**src/hw/lps_regs.svh**
```systemverilog
// Functional notes
// - Slave answers at 7-bit address 0111000; pointer byte pattern 010XXXXX then stop.
// - Write burst: pointer byte, then data bytes stored at incrementing addresses, all acked.
// - Read without pointer phase starts at current pointer; host nacks last byte.
// - Sequential read pointer runs 40h to 54h, then wraps to 40h, until stop.
// - Light timing code 1100 (50 ms) halves full scale of both light channels.
// - Normal mode measures proximity once per period; twice mode measures twice.
// - Any write to 41h aborts and restarts the measurement sequence.
// - Power-on reset returns every register to its default value.
// - Device need not respond until 2 ms after power-up.
// - Interrupt pin is open-drain pull-low, released at power-up.
// - Power-down keeps the interrupt pin state; host releases it first.
// - Interrupt released by interrupt reset, read of 4Ah, or software reset.
// - Persistence in 43h applies to proximity interrupts only.
// - Mode 00 unlatched: active above high threshold, inactive below it.
// - Latched output stays active until interrupt reset or read of 4Ah.
// - Persistence needs that many consecutive qualifying results to activate or deactivate.
// - Mode 01: activate above high threshold, deactivate below low threshold.
// - Mode 10: active outside the low-high window, inactive inside it.
// - Light interrupt checks visible channel against its window, latched or not.
// - Trigger field: 00 off, 01 proximity, 10 light, 11 both.
// - Latch bit clear holds output until 4Ah read; set re-evaluates each result.
// - Re-assert bit set briefly releases the pin for each new active result.
`ifndef LPS_REGS_SVH
`define LPS_REGS_SVH

`define LPS_SLAVE_ADDR 7'h38
`define LPS_PTR_PATTERN 3'h2
`define LPS_REG_BASE 8'h40
`define LPS_REG_LAST 8'h54
`define LPS_IDX(a) (5'((a) - `LPS_REG_BASE))

`define LPS_OFS_SYS 8'h40
`define LPS_OFS_MODE 8'h41
`define LPS_OFS_GAIN 8'h42
`define LPS_OFS_PERS 8'h43
`define LPS_OFS_PS_LSB 8'h44
`define LPS_OFS_PS_MSB 8'h45
`define LPS_OFS_VIS_LSB 8'h46
`define LPS_OFS_VIS_MSB 8'h47
`define LPS_OFS_IR_LSB 8'h48
`define LPS_OFS_IR_MSB 8'h49
`define LPS_OFS_INT 8'h4A
`define LPS_OFS_PTH_LSB 8'h4B
`define LPS_OFS_PTH_MSB 8'h4C
`define LPS_OFS_PTL_LSB 8'h4D
`define LPS_OFS_PTL_MSB 8'h4E
`define LPS_OFS_ATH_LSB 8'h4F
`define LPS_OFS_ATH_MSB 8'h50
`define LPS_OFS_ATL_LSB 8'h51
`define LPS_OFS_ATL_MSB 8'h52
`define LPS_OFS_OFF_LSB 8'h53
`define LPS_OFS_OFF_MSB 8'h54

`define LPS_SYS_SWRST_BIT 7
`define LPS_SYS_INTRST_BIT 6
`define LPS_SYS_WMASK 8'h3F
`define LPS_MODE_ALS_EN_BIT 7
`define LPS_MODE_PS_EN_BIT 6
`define LPS_MODE_TWICE_BIT 5
`define LPS_MODE_50MS 4'hC
`define LPS_INT_REASSERT_BIT 3
`define LPS_INT_UNLATCH_BIT 2
`define LPS_MSB12_WMASK 8'h0F
`define LPS_OFF_MSB_WMASK 8'h03

`define LPS_DFLT_FF 8'hFF
`define LPS_DFLT_0F 8'h0F

`define LPS_CLK_HZ 20000000
`define LPS_POR_WAIT_US 2000
`define LPS_POR_WAIT_CYC (`LPS_POR_WAIT_US * (`LPS_CLK_HZ / 1000000))
`define LPS_MEAS_PERIOD_MS 100
`define LPS_MEAS_PERIOD_CYC (`LPS_MEAS_PERIOD_MS * (`LPS_CLK_HZ / 1000))

`endif

```
**src/hw/lps_pkg.sv**
```systemverilog
package lps_pkg;

    typedef enum logic [2:0] {IDLE, RX, ACK, TX, TXACK} lps_bus_e;

    typedef struct packed {
        logic [11:0] ps;
        logic ps_valid;
        logic [15:0] vis;
        logic [15:0] ir;
        logic als_valid;
    } lps_fe_s;

    typedef struct packed {
        logic scl_s1;
        logic scl_s2;
        logic scl_d;
        logic sda_s1;
        logic sda_s2;
        logic sda_d;
        lps_bus_e bus;
        logic [7:0] sh;
        logic [3:0] bitcnt;
        logic addr_phase;
        logic first_data;
        logic rd;
        logic [4:0] ptr;
        logic sda_drive;
        logic [20:0][7:0] regs;
        logic [31:0] por_cnt;
        logic [31:0] per_cnt;
        logic [3:0] ps_cnt;
        logic ps_act;
        logic als_act;
        logic blank;
        logic int_drive;
        logic ps_start;
        logic als_start;
        logic restart;
    } lps_state_s;

endpackage

```
**src/hw/lps_top.sv**
```systemverilog
`timescale 1ns/1ps
`include "lps_regs.svh"

module lps_top
    import lps_pkg::*;
#(
    parameter int unsigned POR_WAIT_CYC = `LPS_POR_WAIT_CYC,
    parameter int unsigned MEAS_PERIOD_CYC = `LPS_MEAS_PERIOD_CYC
)
(
    // Clock and reset
    input wire logic clk_sys,
    input wire logic rst,
    // I2C pins
    input wire logic scl_in,
    input wire logic sda_in,
    output logic sda_out,
    output logic sda_oe,
    // Interrupt pin
    input wire logic int_in,
    output logic int_out,
    output logic int_oe,
    // Analog front end
    input wire lps_fe_s fe,
    output logic ps_start,
    output logic als_start,
    output logic meas_restart,
    output logic als_half_scale,
    output logic [7:0] mode_ctrl,
    output logic [7:0] gain_setting_reg,
    output logic [9:0] ps_offset
);

    lps_state_s s;
    lps_state_s n;
    logic ready;
    logic scl_rise;
    logic scl_fall;
    logic start_c;
    logic stop_c;
    logic do_load;
    logic wr_en;
    logic clr_int;
    logic sw_rst;
    logic ps_on;
    logic ps_off;
    logic als_out;
    logic act_sel;
    logic [3:0] need;
    logic [7:0] tx_byte;
    logic [11:0] pth;
    logic [11:0] ptl;
    logic [15:0] ath;
    logic [15:0] atl;

    function automatic logic [7:0] reg_dflt(input logic [4:0] i);
        logic [7:0] v;
        v = 8'h00;
        if (i == `LPS_IDX(`LPS_OFS_PTH_LSB) || i == `LPS_IDX(`LPS_OFS_ATH_LSB)
            || i == `LPS_IDX(`LPS_OFS_ATH_MSB))
        begin
            v = `LPS_DFLT_FF;
        end
        if (i == `LPS_IDX(`LPS_OFS_PTH_MSB))
        begin
            v = `LPS_DFLT_0F;
        end
        return v;
    endfunction

    function automatic logic [7:0] wr_mask(input logic [4:0] i);
        logic [7:0] m;
        m = 8'hFF;
        if (i == `LPS_IDX(`LPS_OFS_PTH_MSB) || i == `LPS_IDX(`LPS_OFS_PTL_MSB))
        begin
            m = `LPS_MSB12_WMASK;
        end
        if (i == `LPS_IDX(`LPS_OFS_OFF_MSB))
        begin
            m = `LPS_OFF_MSB_WMASK;
        end
        if (i == `LPS_IDX(`LPS_OFS_SYS))
        begin
            m = `LPS_SYS_WMASK;
        end
        return m;
    endfunction

    function automatic logic [4:0] next_ptr(input logic [4:0] p);
        logic [4:0] q;
        q = p + 5'h01;
        if (p >= `LPS_IDX(`LPS_REG_LAST))
        begin
            q = 5'h00;
        end
        return q;
    endfunction

    always_comb
    begin
        n = s;
        do_load = 1'b0;
        wr_en = 1'b0;
        clr_int = 1'b0;
        sw_rst = 1'b0;
        ps_on = 1'b0;
        ps_off = 1'b0;
        als_out = 1'b0;
        tx_byte = 8'h00;
        n.scl_s1 = scl_in;
        n.scl_s2 = s.scl_s1;
        n.scl_d = s.scl_s2;
        n.sda_s1 = sda_in;
        n.sda_s2 = s.sda_s1;
        n.sda_d = s.sda_s2;
        n.ps_start = 1'b0;
        n.als_start = 1'b0;
        n.restart = 1'b0;
        n.blank = 1'b0;
        ready = (s.por_cnt >= POR_WAIT_CYC);
        if (!ready)
        begin
            n.por_cnt = s.por_cnt + 32'h1;
        end
        scl_rise = s.scl_s2 & ~s.scl_d;
        scl_fall = ~s.scl_s2 & s.scl_d;
        start_c = s.scl_s2 & s.scl_d & s.sda_d & ~s.sda_s2;
        stop_c = s.scl_s2 & s.scl_d & ~s.sda_d & s.sda_s2;
        // Bus slave, silent until power-up wait ends
        if (!ready || stop_c)
        begin
            n.bus = IDLE;
            n.sda_drive = 1'b0;
        end
        else if (start_c)
        begin
            n.bus = RX;
            n.bitcnt = 4'h0;
            n.addr_phase = 1'b1;
            n.sda_drive = 1'b0;
        end
        else if (scl_rise)
        begin
            unique case (s.bus)
                IDLE, ACK, TX:
                begin
                end
                RX:
                begin
                    n.sh = {s.sh[6:0], s.sda_s2};
                    n.bitcnt = s.bitcnt + 4'h1;
                end
                TXACK:
                begin
                    if (s.sda_s2)
                    begin
                        n.bus = IDLE;
                    end
                end
            endcase
        end
        else if (scl_fall)
        begin
            unique case (s.bus)
                IDLE:
                begin
                end
                RX:
                begin
                    if (s.bitcnt == 4'h8)
                    begin
                        n.bus = ACK;
                        n.sda_drive = 1'b1;
                        if (s.addr_phase)
                        begin
                            if (s.sh[7:1] == `LPS_SLAVE_ADDR)
                            begin
                                n.rd = s.sh[0];
                                n.addr_phase = 1'b0;
                                n.first_data = 1'b1;
                            end
                            else
                            begin
                                n.bus = IDLE;
                                n.sda_drive = 1'b0;
                            end
                        end
                        else if (s.first_data)
                        begin
                            n.first_data = 1'b0;
                            if (s.sh[7:5] == `LPS_PTR_PATTERN)
                            begin
                                n.ptr = s.sh[4:0];
                            end
                        end
                        else
                        begin
                            wr_en = 1'b1;
                            n.ptr = next_ptr(s.ptr);
                        end
                    end
                end
                ACK:
                begin
                    if (s.rd)
                    begin
                        do_load = 1'b1;
                    end
                    else
                    begin
                        n.bus = RX;
                        n.bitcnt = 4'h0;
                        n.sda_drive = 1'b0;
                    end
                end
                TX:
                begin
                    if (s.bitcnt == 4'h8)
                    begin
                        n.sda_drive = 1'b0;
                        n.bus = TXACK;
                    end
                    else
                    begin
                        n.sda_drive = ~s.sh[3'(4'h7 - s.bitcnt)];
                        n.bitcnt = s.bitcnt + 4'h1;
                    end
                end
                TXACK:
                begin
                    do_load = 1'b1;
                end
            endcase
        end
        if (do_load)
        begin
            if (s.ptr <= `LPS_IDX(`LPS_REG_LAST))
            begin
                tx_byte = s.regs[s.ptr];
            end
            n.sh = tx_byte;
            n.sda_drive = ~tx_byte[7];
            n.bitcnt = 4'h1;
            n.bus = TX;
            n.ptr = next_ptr(s.ptr);
            clr_int = (s.ptr == `LPS_IDX(`LPS_OFS_INT));
        end
        if (wr_en && s.ptr <= `LPS_IDX(`LPS_REG_LAST))
        begin
            if (s.ptr == `LPS_IDX(`LPS_OFS_SYS))
            begin
                sw_rst = s.sh[`LPS_SYS_SWRST_BIT];
                clr_int = s.sh[`LPS_SYS_INTRST_BIT];
            end
            if (s.ptr < `LPS_IDX(`LPS_OFS_PS_LSB) || s.ptr > `LPS_IDX(`LPS_OFS_IR_MSB))
            begin
                n.regs[s.ptr] = s.sh & wr_mask(s.ptr);
            end
            n.restart = (s.ptr == `LPS_IDX(`LPS_OFS_MODE));
        end
        // Measurement sequencer
        if (n.restart || s.per_cnt >= MEAS_PERIOD_CYC - 1)
        begin
            n.per_cnt = 32'h0;
            // Use the value being written so a restart never starts with stale enables
            n.ps_start = n.regs[1][`LPS_MODE_PS_EN_BIT];
            n.als_start = n.regs[1][`LPS_MODE_ALS_EN_BIT];
        end
        else
        begin
            n.per_cnt = s.per_cnt + 32'h1;
            if (s.regs[1][`LPS_MODE_TWICE_BIT] && s.per_cnt == MEAS_PERIOD_CYC / 2 - 1)
            begin
                n.ps_start = s.regs[1][`LPS_MODE_PS_EN_BIT];
            end
        end
        if (fe.ps_valid)
        begin
            n.regs[4] = fe.ps[7:0];
            n.regs[5] = {4'h0, fe.ps[11:8]};
        end
        if (fe.als_valid)
        begin
            n.regs[6] = fe.vis[7:0];
            n.regs[7] = fe.vis[15:8];
            n.regs[8] = fe.ir[7:0];
            n.regs[9] = fe.ir[15:8];
        end
        // Interrupt evaluation; a clear and a new result in one cycle keep the result
        if (clr_int || sw_rst)
        begin
            n.ps_act = 1'b0;
            n.als_act = 1'b0;
            n.ps_cnt = 4'h0;
        end
        pth = {s.regs[12][3:0], s.regs[11]};
        ptl = {s.regs[14][3:0], s.regs[13]};
        ath = {s.regs[16], s.regs[15]};
        atl = {s.regs[18], s.regs[17]};
        need = (s.regs[3][3:0] == 4'h0) ? 4'h1 : s.regs[3][3:0];
        unique case (s.regs[10][5:4])
            2'h1:
            begin
                ps_on = fe.ps > pth;
                ps_off = fe.ps < ptl;
            end
            2'h2:
            begin
                ps_on = fe.ps > pth || fe.ps < ptl;
                ps_off = !ps_on;
            end
            2'h0, 2'h3:
            begin
                ps_on = fe.ps > pth;
                ps_off = fe.ps < pth;
            end
        endcase
        if (fe.ps_valid)
        begin
            if (!n.ps_act)
            begin
                if (ps_on && n.ps_cnt + 4'h1 >= need)
                begin
                    n.ps_act = 1'b1;
                    n.ps_cnt = 4'h0;
                end
                else
                begin
                    n.ps_cnt = ps_on ? n.ps_cnt + 4'h1 : 4'h0;
                end
            end
            else if (s.regs[10][`LPS_INT_UNLATCH_BIT])
            begin
                if (ps_off && n.ps_cnt + 4'h1 >= need)
                begin
                    n.ps_act = 1'b0;
                    n.ps_cnt = 4'h0;
                end
                else
                begin
                    n.ps_cnt = ps_off ? n.ps_cnt + 4'h1 : 4'h0;
                end
            end
        end
        als_out = fe.vis > ath || fe.vis < atl;
        if (fe.als_valid)
        begin
            if (s.regs[10][`LPS_INT_UNLATCH_BIT])
            begin
                n.als_act = als_out;
            end
            else if (als_out)
            begin
                n.als_act = 1'b1;
            end
        end
        act_sel = (s.regs[10][0] & n.ps_act) | (s.regs[10][1] & n.als_act);
        if (s.regs[10][`LPS_INT_REASSERT_BIT] && s.int_drive && act_sel
            && ((s.regs[10][0] & fe.ps_valid) | (s.regs[10][1] & fe.als_valid)))
        begin
            n.blank = 1'b1;
        end
        n.int_drive = act_sel & ~n.blank;
        if (sw_rst)
        begin
            for (int i = 0; i <= 20; i++)
            begin
                n.regs[i] = reg_dflt(5'(i));
            end
        end
        if (rst)
        begin
            n = '0;
            for (int i = 0; i <= 20; i++)
            begin
                n.regs[i] = reg_dflt(5'(i));
            end
        end
    end

    always_ff @(posedge clk_sys)
    begin
        s <= n;
    end

    assign sda_out = 1'b0;
    assign sda_oe = s.sda_drive;
    assign int_out = 1'b0;
    assign int_oe = s.int_drive;
    assign ps_start = s.ps_start;
    assign als_start = s.als_start;
    assign meas_restart = s.restart;
    assign als_half_scale = (s.regs[1][3:0] == `LPS_MODE_50MS);
    assign mode_ctrl = s.regs[1];
    assign gain_setting_reg = s.regs[2];
    assign ps_offset = {s.regs[20][1:0], s.regs[19]};
endmodule

```
**config.mk**
```make
export PLATFORM = sky130hd
export DESIGN_NAME = lps_top
export DESIGN_NICKNAME = d
export VERILOG_FILES = /design/src/hw/lps_pkg.sv /design/src/hw/lps_top.sv
export VERILOG_INCLUDE_DIRS = /design/src /design/src/hw
export SDC_FILE = /design/constraint.sdc
export NUM_CORES = 1
export LEC_CHECK = 0
export BUFFER_PORTS_ARGS = -buffer_cell sky130_fd_sc_hd__buf_4
export CORE_UTILIZATION = 25
export CTS_CLUSTER_DIAMETER = 200
export DETAILED_ROUTE_END_ITERATION = 12
export PLACE_DENSITY_LB_ADDON = 0.05
export RECOVER_POWER = 25
export SYNTH_ARGS = -nofsm -noshare
export SYNTH_HDL_FRONTEND = slang
export SYNTH_SLANG_ARGS = --single-unit
```
**constraint.sdc**
```tcl
create_clock -name clk_sys -period 8.6 [get_ports clk_sys]
set_input_delay 0 -clock clk_sys [delete_from_list [all_inputs] [get_ports clk_sys]]
set_output_delay 0 -clock clk_sys [all_outputs]
set_load 0.02 [all_outputs]
```
; ---- Word level (Yosys, flattened, before mapping)
; Cells that the tools add are included.
; Widths: inputs -> output; s select.
[word_totals]
ff_bits = 272
word_cells = 308
output_inout_bits = 34
input_bits = 51
[classes]
addsub = 6
n_mux = 105
reduce_logical = 62
n_bitwise = 26
order_cmp = 15
n_eq_ne = 46
[ops]
columns = operator, n
row1 = $bwmux 168, 1
row2 = $mux 80, 2
row3 = $mux 8, 12
row4 = $add 32x1->32 const B, 2
row5 = $mux 9, 7
row6 = $bmux 8 s5, 1
row7 = $demux 8 s5, 1
row8 = $mux 5, 8
row9 = $mux 1, 37
row10 = $ne 6x6->1 const B, 6
row11 = $eq 32x20->1 const B, 1
row12 = $ge 32x16->1 const B, 1
row13 = $ge 32x21->1 const B, 1
row14 = $mux 32, 1
row15 = $mux 4, 8
row16 = $mux 3, 9
row17 = $lt 12x12->1, 2
row18 = $mux 12, 2
row19 = $reduce_bool 2->1, 11
row20 = $reduce_and 7->1, 3
row21 = $mux 20, 1
row22 = $ne 5x5->1 const B, 4
row23 = $gt 16x16->1, 1
row24 = $lt 16x16->1, 1
row25 = 64 further kinds, 137

; ---- Depth between registers and ports, before layout
; Gate-level depths: netlist of the first run.
[depth]
ltp_word = 26
depth_mapped = 19
depth_no_buf = 15

; ---- Least setup slack after synthesis of the first run
; Ideal clock, no wire load.
[synth_path]
path_type = reg2reg
from = register s[245] (netlist bit)
to = register s[7] (netlist bit)
setup_time_ns = 0.058
stages_incl_launch_ff = 20
setup_slack_ns = 4.043
t_required_ns = 8.542
period_less_slack_ns = 4.557
path_buffers = 4
t_arrival_ns = 4.498
path_cell_list = dfxtp_1 -> clkbuf_1 -> buf_1 -> clkbuf_1 -> inv_1 -> ha_1 -> buf_2 -> or4b_1 -> nor3_1 -> a32o_1 -> o211ai_2 -> and2_1 -> ha_1 -> ha_1 -> a21o_1 -> a211oi_1 -> o211a_1 -> nand4_1 -> o21ai_1 -> mux2_2
[synth_between]
elab_chain_len = 13
elab_cells_between_ends = 22
cone_classes = add/sub (1) / order compare (2) / eq/ne (1) / mux (13) / reduce/logical (5)
[synth_lines]
columns = item, line_no
row1 = start: declaration, lps_top.sv:34  ; lps_state_s s;
row2 = start signal: assignment, lps_top.sv:383  ; s <= n;
row3 = branches (longest 4 deep; another with $le 5x5->1), -
row4 = $logic_or 1x1->1 (*), lps_top.sv:290  ; if (clr_int || sw_rst)
row5 = $mux 6 (*), lps_top.sv:290
row6 = $add 4x1->4, -
row7 = $ge 4x4->1, "lps_top.sv:322, lps_top.sv:334"
row8 = $logic_and 1x1->1, lps_top.sv:334  ; if (ps_off && n.ps_cnt + 4'h1 >= need)
row9 = $mux 4, lps_top.sv:334
row10 = $mux 5, lps_top.sv:332  ; else if (s.regs[10][`LPS_INT_UNLATCH_BIT])
row11 = $mux 5, lps_top.sv:320  ; if (!n.ps_act)
row12 = $mux 5 (*), lps_top.sv:318  ; if (fe.ps_valid)
; Every way passes the cells marked *.
; A chain may end at the register's enable or synchronous reset.

; ---- Worst setup path in the final report of the first run
[layout_path]
from = register s[244] (netlist bit)
to = register s[7] (netlist bit)
; The elaborated chain is that of the path after synthesis.

==> parameters.txt, run 1 <==
Parameter                              Value

Die
  Site Rows ... 86
  Total I/O pin count ... 85
  Area of the die ... 0.0576 sq mm
  Area of the core ... 0.0555 sq mm
  Floorplan die width ... 240 microns
  Initial Util ... 0.255
  Vertical die dimension ... 240 microns

Place
  Buffers on Ports ... 81
  Routability congestion estimate ... 0.780
  HPWL after detailed placement ... 34800 microns
  Setup slack after placement ... 3450 ps
  Cell total after placement ... 2243

Clocking
  Clk_lat worst skew ... 560 ps
  Post-cts sizing count ... 0
  CTS clk-pin slew, worst paths ... 60 ps
  Num CTS Buffers ... 36
  H-tree lvl count ... 2
  CTS tree ... built
  Number of clock sinks ... 272
  CTS root buffer ... clkbuf_16
  Largest buffer count on any clock path ... 3

Timing
  Fin Hold WS ... 22.0 ps
  Finish-stage setup viols ... 0
  Relative slew slack ... -0.385
  Share of the clock period used by the worst path after layout ... 0.601
  Worst Skew ... 32.8 ps
  Slew Limit Fails ... 94
  Min setup slack post-route ... 3430 ps
  Final Hold Viols ... 0
  TNS Setup ... 0 ps
  Clock period minus worst slack ... 5170 ps
  Setup repair after global routing missed its margin ... false
  Top achievable clock speed ... 193 MHz
  Worst Max-Slew Pin Slew ... 2060 ps

Drt
  Number of vias per cell ... 4.73
  Remaining antenna violation count ... 0
  Router iterations before antenna repair ... 7
  Total length of routed wires ... 48900 microns
  Routed WL per cell ... 20.7 microns
  Total DRC errors in the routed layout ... 0
  Detailed router's first-iteration violation count ... 704
  Total via count in the routed design ... 11.2k

Cells and area
  Share of final-layout standard cells stronger than drive strength 1 ... 0.125
  Highest-count cells in the layout ignoring fill and taps ... dfxtp_1, nor2_1, mux2i_1
  Flip-flop count of the largest register, all copies and words added ... 185
  Most common cell after layout, fill and taps aside ... dfxtp_1
  Largest Register ... s
  Filler cell count ... 5900
  Synthesis-to-finish area growth ... 19.6%
  Final standard cell count with taps included and fillers excluded ... 2366
  Count of antenna diodes in the layout ... 0
  Nets@finish ... 1719
  Utilization of the core after routing ... 0.305

Setup path
  Critical path data required time ... 9080 ps
  Critical-path maximum fanout ... 21
  Reg-to-reg critical path startpoint ... s[244]
  Crit path launch type ... register
  Launching instance or port of the critical path ... s[244]
  Category of the most critical setup path ... register to register
  Critical path data arrival time ... 5650 ps
  Endpoint class of the critical path ... register

Yosys
  Distinct cell type count of the synthesized netlist ... 90
  Number of warnings issued by yosys ... 0
  Post-synth ARST share ... 0
  Average cell area after synthesis ... 9.45 sq um
  Number of synthesized flops with an enable pin ... 0
  Fraction of the yosys area taken by sequential cells ... 0.384
  Post-synth design cell area ... 0.0142 sq mm
  Synthesized instance count ... 1498
  Synth Register Bits ... 272
  Dominant synthesized flop cell ... dfxtp_1

Worst hold path
  Type of the tightest min-delay check ... input pin to register
  Startpoint of the most critical hold path ... fe[0]

Run
  Reported max-cap violation count ... 4

Global routing
  Total overflow reported by the global router ... 0
  Number of global-route vias before repair ... 11.1k
  Initial antenna violation count ... 0
  Largest net degree at the start of global routing ... 70
  Total Routing Usage GR ... 0.174
  First-pass GRT wire length ... 73900 microns

Outcome
  Violations in the final reports ... max-capacitance violations, max-slew violations
  Run status ... finished with violations

Power
  Leakage dissipation ... 0.00720 uW
  Maximum resistive drop on vdd ... 113 uV
  PD cells ... 173 mW/mm^2
-- timing repair --
| action | CTS | global route |
|---|---|---|
| buffers inserted | 0 | 0 |
| hold buffers | 62 | 0 |
| endpoints found under the hold margin | 67 | 0 |
-- through the flow --
| stage | instance area (sq um) | power (uW) |
|---|---|---|
| final | 16900 | 2930 |
| after global routing | 16900 | 3070 |
| after CTS | 17100 | 3000 |
| after detailed placement | 15300 | 1450 |
| after global placement | 15300 | 1450 |
| after floorplan | 14200 | 1390 |
-- synth_stat cells (20+ instances only) --
cell type	n	area [sq um]
a211oi_1	20	150
inv_1	85	319
o21ai_0	31	155
ha_1	73	913
mux2i_1	137	1370
nor2_1	191	717
buf_4	31	233
a21oi_1	41	205
nor2b_1	36	225
and3_1	22	138
nand4_1	20	125
clkbuf_1	47	176
nand3_1	31	155
buf_2	27	135
and2_1	24	150
dfxtp_1	272	5450
mux4_2	42	946
nand2_1	105	394
-- per-layer routing --
metal  vias to the layer above  global-route usage  share of wire
met1                      5442               0.252           0.51
met2                       214               0.267           0.44
li1                       5481                   -              -
met3                        55              0.0227          0.035
met5                         -                   0              0
met4                         0              0.0471          0.019
-- power breakdown --
part / internal, uW / total, uW / switching (uW)
registers: 1280 / 1290 / 12.3
clock network: 889 / 1490 / 600
logic: 71.1 / 153 / 81.7
total: 2240 / 2930 / 694
-- cell families after synthesis --
kind of cell	Yosys count	synth area share
mux	182	0.166
other cells	1	0.000265
buf+inv	200	0.0641
fa+ha+maj	73	0.0645
simple gates	520	0.187
xor+xnor	27	0.0167
flops	272	0.384
compound gates	223	0.117
-- critical path: stages, from the launching register on --
cell and delay [ps]:
dfxtp_2 540, inv_1 220, ha_1 530, or4b_1 570, nor3_1 530, a32o_1 320
o211ai_2 210, and2_1 260, ha_1 310, ha_1 290, a21o_1 160, a211oi_1 310
o211a_1 240, nand4_1 100, o21ai_1 290, mux2_2 210
-- path summary, 6_finish.rpt --
| kind | to | slack [ps] | cells after the start |
|---|---|---|---|
| setup / recovery | s[7] | 3430 | 15 |
| hold / removal | s[148] | 20 | 3 |
| setup reg to reg | s[7] | 3430 | 15 |
| hold reg to reg | s[271] | 440 | 1 |
-- cell type report --
| type | count | area (sq um) | area share |
|---|---|---|---|
| clock buffer | 48 | 1020 | 0.0600 |
| clock inverter | 13 | 126 | 0.00746 |
| inverter | 88 | 330 | 0.0195 |
| multi-input combinational | 1038 | 7870 | 0.464 |
| sequential | 272 | 5450 | 0.321 |
| tap | 748 | 936 | 0.0552 |
| timing repair buffer | 159 | 1220 | 0.0718 |
(Power assumes the default switching activity.)
==> run 2: changes to the inputs <==
ABC_AREA = 1   (was not set)
clock period = 5.42 ns   (was 8.6 ns; I/O delays follow)
==> parameters.txt, run 2 <==
Parameter                              Value

Outcome
  Run status ... finished with violations
  Violations in the final reports ... max-capacitance violations, max-slew violations

Die
  Vertical die dimension ... 241 microns (+0.55%)
  Area of the core ... 0.0565 sq mm (+1.8%)
  Total I/O pin count ... 85 (unchanged)
  Initial Util ... 0.253 (-0.00158)
  Floorplan die width ... 241 microns (+0.55%)
  Area of the die ... 0.0582 sq mm (+1.1%)
  Site Rows ... 87 (+1.2%)

Timing
  Share of the clock period used by the worst path after layout ... 0.897 (+0.296)
  Min setup slack post-route ... 556 ps (-2870 ps)
  Clock period minus worst slack ... 4860 ps (-309 ps)
  Worst Max-Slew Pin Slew ... 2410 ps (+346 ps)
  Worst Skew ... 23.1 ps (-9.71 ps)
  Relative slew slack ... -0.605 (-0.220)
  Setup repair after global routing missed its margin ... false
  Top achievable clock speed ... 206 MHz (+6.4%)
  TNS Setup ... 0 ps (unchanged)
  Finish-stage setup viols ... 0 (unchanged)
  Fin Hold WS ... 246 ps (+224 ps)
  Final Hold Viols ... 0 (unchanged)
  Slew Limit Fails ... 77 (-18%)

Yosys
  Dominant synthesized flop cell ... dfxtp_1
  Largest cells by area after synthesis ... dfxtp_1, a21oi_1, nand2_1
  Number of warnings issued by yosys ... 0 (unchanged)
  Distinct cell type count of the synthesized netlist ... 50 (-44%)
  Synthesized instance count ... 1997 (+33%)
  Post-synth ARST share ... 0 (unchanged)
  Post-synth design cell area ... 0.0143 sq mm (+1.1%)
  Dominant cell by count in the synthesized netlist ... nand2_1
  Number of synthesized flops with an enable pin ... 0 (unchanged)
  Average cell area after synthesis ... 7.17 sq um (-24%)
  Dominant cell type by area after synthesis ... dfxtp_1
  Synth Register Bits ... 272 (unchanged)
  Fraction of the yosys area taken by sequential cells ... 0.380 (-0.00427)
  Ranking of synthesized cells by instance count ... nand2_1, dfxtp_1, a21oi_1
  Fraction of post-synthesis cell area in the top cell type by area ... 0.380 (-0.00427)

Clocking
  Largest buffer count on any clock path ... 3 (unchanged)
  Num CTS Buffers ... 38 (+5.6%)
  CTS root buffer ... clkbuf_16
  Clk_lat worst skew ... 550 ps (about the same)
  CTS clk-pin slew, worst paths ... 60 ps (about the same)
  Post-CTS Setup Bufs ... 0 (unchanged)
  Number of clock sinks ... 272 (unchanged)
  CTS tree ... built
  H-tree lvl count ... 2 (unchanged)

Global routing
  Number of global-route vias before repair ... 12.8k (+15%)
  First-pass GRT wire length ... 79100 microns (+7.1%)
  Total overflow reported by the global router ... 0 (unchanged)
  Initial antenna violation count ... 1 (+1)
  Largest net degree at the start of global routing ... 68 (-2.9%)
  Total Routing Usage GR ... 0.180 (+0.00646)

Cells and area
  Highest-count cells in the layout ignoring fill and taps ... nand2_1, dfxtp_1, a21oi_1
  Post-layout instance area ... 0.0174 sq mm (+2.8%)
  Count of antenna diodes in the layout ... 0 (unchanged)
  Share of final-layout standard cells stronger than drive strength 1 ... 0.0935 (-0.0313)
  Nets@finish ... 2234 (+30%)
  Largest Register ... s
  Flip-flop count of the largest register, all copies and words added ... 185 (unchanged)
  Most common cell after layout, fill and taps aside ... nand2_1
  Utilization of the core after routing ... 0.308 (+0.00323)
  Synthesis-to-finish area growth ... 21.7%

Place
  Buffers on Ports ... 81 (unchanged)
  Cell Area, Placed ... 0.0154 sq mm (+0.71%)
  Routability congestion estimate ... 0.819 (+5.0%)
  HPWL after detailed placement ... 36600 microns (+5.2%)
  Setup slack after placement ... 973 ps (-2480 ps)

Drt
  Detailed router's first-iteration violation count ... 815 (+16%)
  Routed WL per cell ... 17.9 microns (-13%)
  Number of vias per cell ... 4.64 (-1.9%)
  Total length of routed wires ... 51800 microns (+5.9%)
  Remaining antenna violation count ... 0 (unchanged)
  Total DRC errors in the routed layout ... 0 (unchanged)
  Router iterations before antenna repair ... 6 (-1)
  Total via count in the routed design ... 13.4k (+20%)

Power
  PD cells ... 279 mW/mm^2 (+61%)
  Maximum resistive drop on vdd ... 159 uV (+41%)
  Leakage dissipation ... 0.00699 uW (-2.9%)

Setup path
  Critical path data required time ... 5910 ps (-3170 ps)
  Critical-path maximum fanout ... 13 (-38%)
  Worst Path Buf+Inv ... 6 (+5)
  Crit path launch type ... register
  Endpoint class of the critical path ... register
  Category of the most critical setup path ... register to register
  Top delay family on crit path ... simple AND/OR/NAND/NOR gates
  Largest stage delay on the critical path ... 590 ps (+20 ps)
  Library cell appearing most often on the critical path ... nand2_1
  Critical Path Slowest Stage Cell ... dlygate4sd3_1
  Critical path data arrival time ... 5360 ps (-290 ps)

Worst hold path
  Type of the tightest min-delay check ... input pin to register

Run
  Reported max-cap violation count ... 2 (-2)
[run 2: changes by cell type after synthesis, sizes merged, moves of 18 or more]
cell	change
nand3	+35
nand4	+18
a21oi	+205
o21ai	+169
mux4	-42
and2	-22
nor2	+27
nor2b	-37
mux2i	-137
nand2	+224
inv	+157
and3	-20
[run 2: final timing paths]
check / from / endpoint / slack (ps) / cells after the start
worst max register to register: s[244] / s[10] / 560 / 28
worst min register to register: s[272] / s[271] / 410 / 2
worst min-delay path: fe[13] / s[151] / 250 / 4
worst max-delay path: s[244] / s[10] / 560 / 28
[run 2: repair_timing]
action / CTS / global route
gates resized for setup: 0 / 1
endpoints found under the setup margin: 0 / 1
hold buffers: 86 / 0
hold endpoints to repair: 76 / 0
[run 2: kinds of logic after synthesis]
logic type | share of synthesized area
AO/OA/AOI/OAI | 0.215
buffers and inverters | 0.109
XOR/XNOR | 0.00428
other | 0.000262
flip-flops | 0.380
AND/OR/NAND/NOR | 0.228
adder cells (fa/ha/maj) | 0.0638
[run 2: where the power goes]
part | switching [uW] | leakage, uW | internal, uW | total [uW]
sequential | 11.6 | 0.00221 | 2030 | 2040
clock | 1000 | 0.000633 | 1570 | 2570
combinational | 143 | 0.00415 | 109 | 251
total | 1150 | 0.00699 | 3710 | 4860
[run 2: worst reg2reg max path, delay by kind of cell, from the launching register on]
kind | cells | cell delay (ps)
buf+inv | 6 | 1170
flops | 1 | 340
fa+ha+maj | 3 | 940
compound gates | 3 | 380
simple gates | 16 | 1970
[run 2: through the flow]
stage | std cells | total power (uW)
after global placement | 2740 | 2280
final | 2895 | 4860
after detailed placement | 2740 | 2290
after global routing | 2895 | 5060
after CTS | 2895 | 4960
after floorplan | 2009 | 2190
[run 2: metal layers]
metal	share of wire	vias to the layer above	track usage
met3	0.037	60	0.0248
met1	0.50	6287	0.259
met2	0.44	218	0.283
met5	0	-	0
li1	-	6866	-
met4	0.018	0	0.0401
[run 2: cell type report]
class                   count  area, sq um
multi-input cells        1369         7360
fillers                  6138        39100
inverters                 247          931
clock buffers              52         1110
well taps                 756          946
flip-flops and latches    272         5450
clock inverters            17          169
repair buffers            182         1470
==> run 3: changes to the inputs <==
clock period = 4.6 ns   (was 5.42 ns; I/O delays follow)
==> parameters.txt, run 3 (synthesis results as in run 2) <==
Parameter                              Value

Outcome
  Run status ... complete, no violations

Setup path
  Largest stage delay on the critical path ... 360 ps (-230 ps)
  Library cell appearing most often on the critical path ... nand2_1
  Top delay family on crit path ... simple AND/OR/NAND/NOR gates
  Worst Path Buf+Inv ... 7 (+1)
  Endpoint of the most critical register-to-register path ... s[10]
  Endpoint class of the critical path ... register
  Setup slack, reg-to-reg ... 470 ps (-90 ps)
  Crit path launch type ... register
  Reg-to-reg critical path startpoint ... s[270]
  Critical path data arrival time ... 4610 ps (-750 ps)
  Number of gates on the worst path with buffers counted ... 29 (+3.6%)
  Critical path data required time ... 5080 ps (-830 ps)
  Launching instance or port of the critical path ... s[270]
  Category of the most critical setup path ... register to register
  Worst R2R Path Depth ... 29 (+3.6%)
  Critical Path Slowest Stage Cell ... dfxtp_1
  Capture point of the critical path ... s[10]
  Critical-path maximum fanout ... 12 (-1)

Timing
  TNS Setup ... 0 ps (unchanged)
  Top achievable clock speed ... 242 MHz (+18%)
  Worst Max-Slew Pin Slew ... 910 ps (-1500 ps)
  Relative slew slack ... 0.390 (+0.995)
  Clock period minus worst slack ... 4130 ps (-730 ps)
  Finish-stage setup viols ... 0 (unchanged)
  Slew Limit Fails ... 0 (-100%)
  Share of the clock period used by the worst path after layout ... 0.899 (+0.00126)
  Final Hold Viols ... 0 (unchanged)
  Worst Skew ... 31.1 ps (+8.00 ps)
  Min setup slack post-route ... 466 ps (-89.9 ps)
  Setup repair after global routing missed its margin ... false

Power
  PD cells ... 337 mW/mm^2 (+21%)
  Seq pwr share ... 0.407 (-0.012)
  Switching power share of the total ... 0.230 (-0.00764)
  Leakage dissipation ... 0.00703 uW (+0.52%)
  Part of the total power dissipated in the clock network ... 0.543 (+0.014)
  Internal power ... 4540 uW (+22%)
  Reported net switching power ... 1350 uW (+17%)
  Maximum resistive drop on vdd ... 259 uV (+63%)
  Proportion of power drawn by combinational gates ... 0.050 (-0.002)

Global routing
  Total overflow reported by the global router ... 0 (unchanged)
  First-pass GRT wire length ... 79300 microns (+0.17%)
  Total Routing Usage GR ... 0.180 (about the same)
  Number of global-route vias before repair ... 12.8k (+0.45%)
  Initial antenna violation count ... 0 (-1)
  Largest net degree at the start of global routing ... 69 (+1.5%)

Cells and area
  Nets@finish ... 2230 (-0.18%)
  Highest-count cells in the layout ignoring fill and taps ... nand2_1, dfxtp_1, a21oi_1
  Utilization of the core after routing ... 0.309 (+0.00106)
  Most common cell after layout, fill and taps aside ... nand2_1
  Filler cell count ... 6142 (+0.065%)
  Share of final-layout standard cells stronger than drive strength 1 ... 0.0947 (+0.00116)
  Flip-flop count of the largest register, all copies and words added ... 185 (unchanged)
  Synthesis-to-finish area growth ... 22.1%
  Count of antenna diodes in the layout ... 0 (unchanged)
  Largest Register ... s

Drt
  Detailed router's first-iteration violation count ... 663 (-19%)
  Remaining antenna violation count ... 0 (unchanged)
  Router iterations before antenna repair ... 5 (-1)
  Total length of routed wires ... 51900 microns (+0.15%)
  Total via count in the routed design ... 13.4k (-0.21%)
  Routed WL per cell ... 18.0 microns (+0.32%)
  Total DRC errors in the routed layout ... 0 (unchanged)
  Number of vias per cell ... 4.64 (about the same)

Place
  Setup slack after placement ... 511 ps (-463 ps)
  Routability congestion estimate ... 0.812 (-0.87%)
  HPWL after detailed placement ... 36900 microns (+0.66%)
  Buffers on Ports ... 81 (unchanged)

Die
  Floorplan die width ... 241 microns (unchanged)
  Initial Util ... 0.253 (unchanged)
  Total I/O pin count ... 85 (unchanged)
  Site Rows ... 87 (unchanged)
  Area of the core ... 0.0565 sq mm (unchanged)
  Area of the die ... 0.0582 sq mm (unchanged)
  Vertical die dimension ... 241 microns (unchanged)

Run
  Reported max-cap violation count ... 0 (-2)

Clocking
  CTS root buffer ... clkbuf_16
  Clk_lat worst skew ... 560 ps (about the same)
  Num CTS Buffers ... 37 (-2.6%)
  Number of clock sinks ... 272 (unchanged)
  Post-cts sizing count ... 0 (unchanged)
  Largest buffer count on any clock path ... 3 (unchanged)
  CTS tree ... built
  CTS clk-pin slew, worst paths ... 60 ps (about the same)
  H-tree lvl count ... 2 (unchanged)

Worst hold path
  Type of the tightest min-delay check ... input pin to register
[run 3: power groups by stage]
stage                     clock network (uW)  registers (uW)  logic (uW)
final                                   3200            2400         293
after global routing                    3400            2400         330
after CTS                               3310            2400         298
after detailed placement                   0            2450         241
after global placement                     0            2450         239
after floorplan                            0            2450         134
[run 3: what timing repair did]
action	in CTS	in global routing
hold buffers	82	0
hold endpoints to repair	76	0
setup buffers	0	0
[run 3: cell type report]
type / count / area (sq um) / share of cell area
multi-input cells: 1369 / 7360 / 0.421
flip-flops and latches: 272 / 5450 / 0.312
repair buffers: 179 / 1440 / 0.0824
clock buffers: 49 / 1100 / 0.0632
well taps: 756 / 946 / 0.0541
inverters: 247 / 931 / 0.0532
clock inverters: 18 / 250 / 0.0143
[run 3: worst min-delay path by stage]
stage / startpoint / endpoint / cells past startpoint / slack (ps)
6_report: fe[13] / s[151] / 4 / 240
5_1_grt: fe[10] / s[148] / 4 / 240
4_1_cts: sda_in / s[269] / 4 / 210
3_5_place_dp: fe[9] / s[147] / 3 / 260
3_3_place_gp: fe[10] / s[148] / 3 / 250
2_1_floorplan: sda_in / s[269] / 2 / 110
[run 3: worst register-to-register path, delay by kind of cell, from the launching register on]
family          cells  cell delay [ps]
flops               1              360
buf+inv             7              650
compound gates      3              410
simple gates       16             1910
fa+ha+maj           3              710
[run 3: through the flow]
stage | power, uW | cells | area, sq um | hold slack [ps]
finish | 5900 | 2890 | 17500 | 238
detailed placement | 2690 | 2741 | 15400 | 255
CTS | 6010 | 2890 | 17600 | 207
global placement | 2690 | 2741 | 15400 | 250
floorplan | 2580 | 2009 | 14400 | 107
global route | 6140 | 2890 | 17500 | 240
[run 3: metal layers]
metal  GRT usage  up-vias  part of all wire
met5           0        -                 0
met4      0.0479        0             0.022
li1            -     6860                 -
met2       0.284      219              0.44
met1       0.255     6263              0.50
met3      0.0254       61             0.035
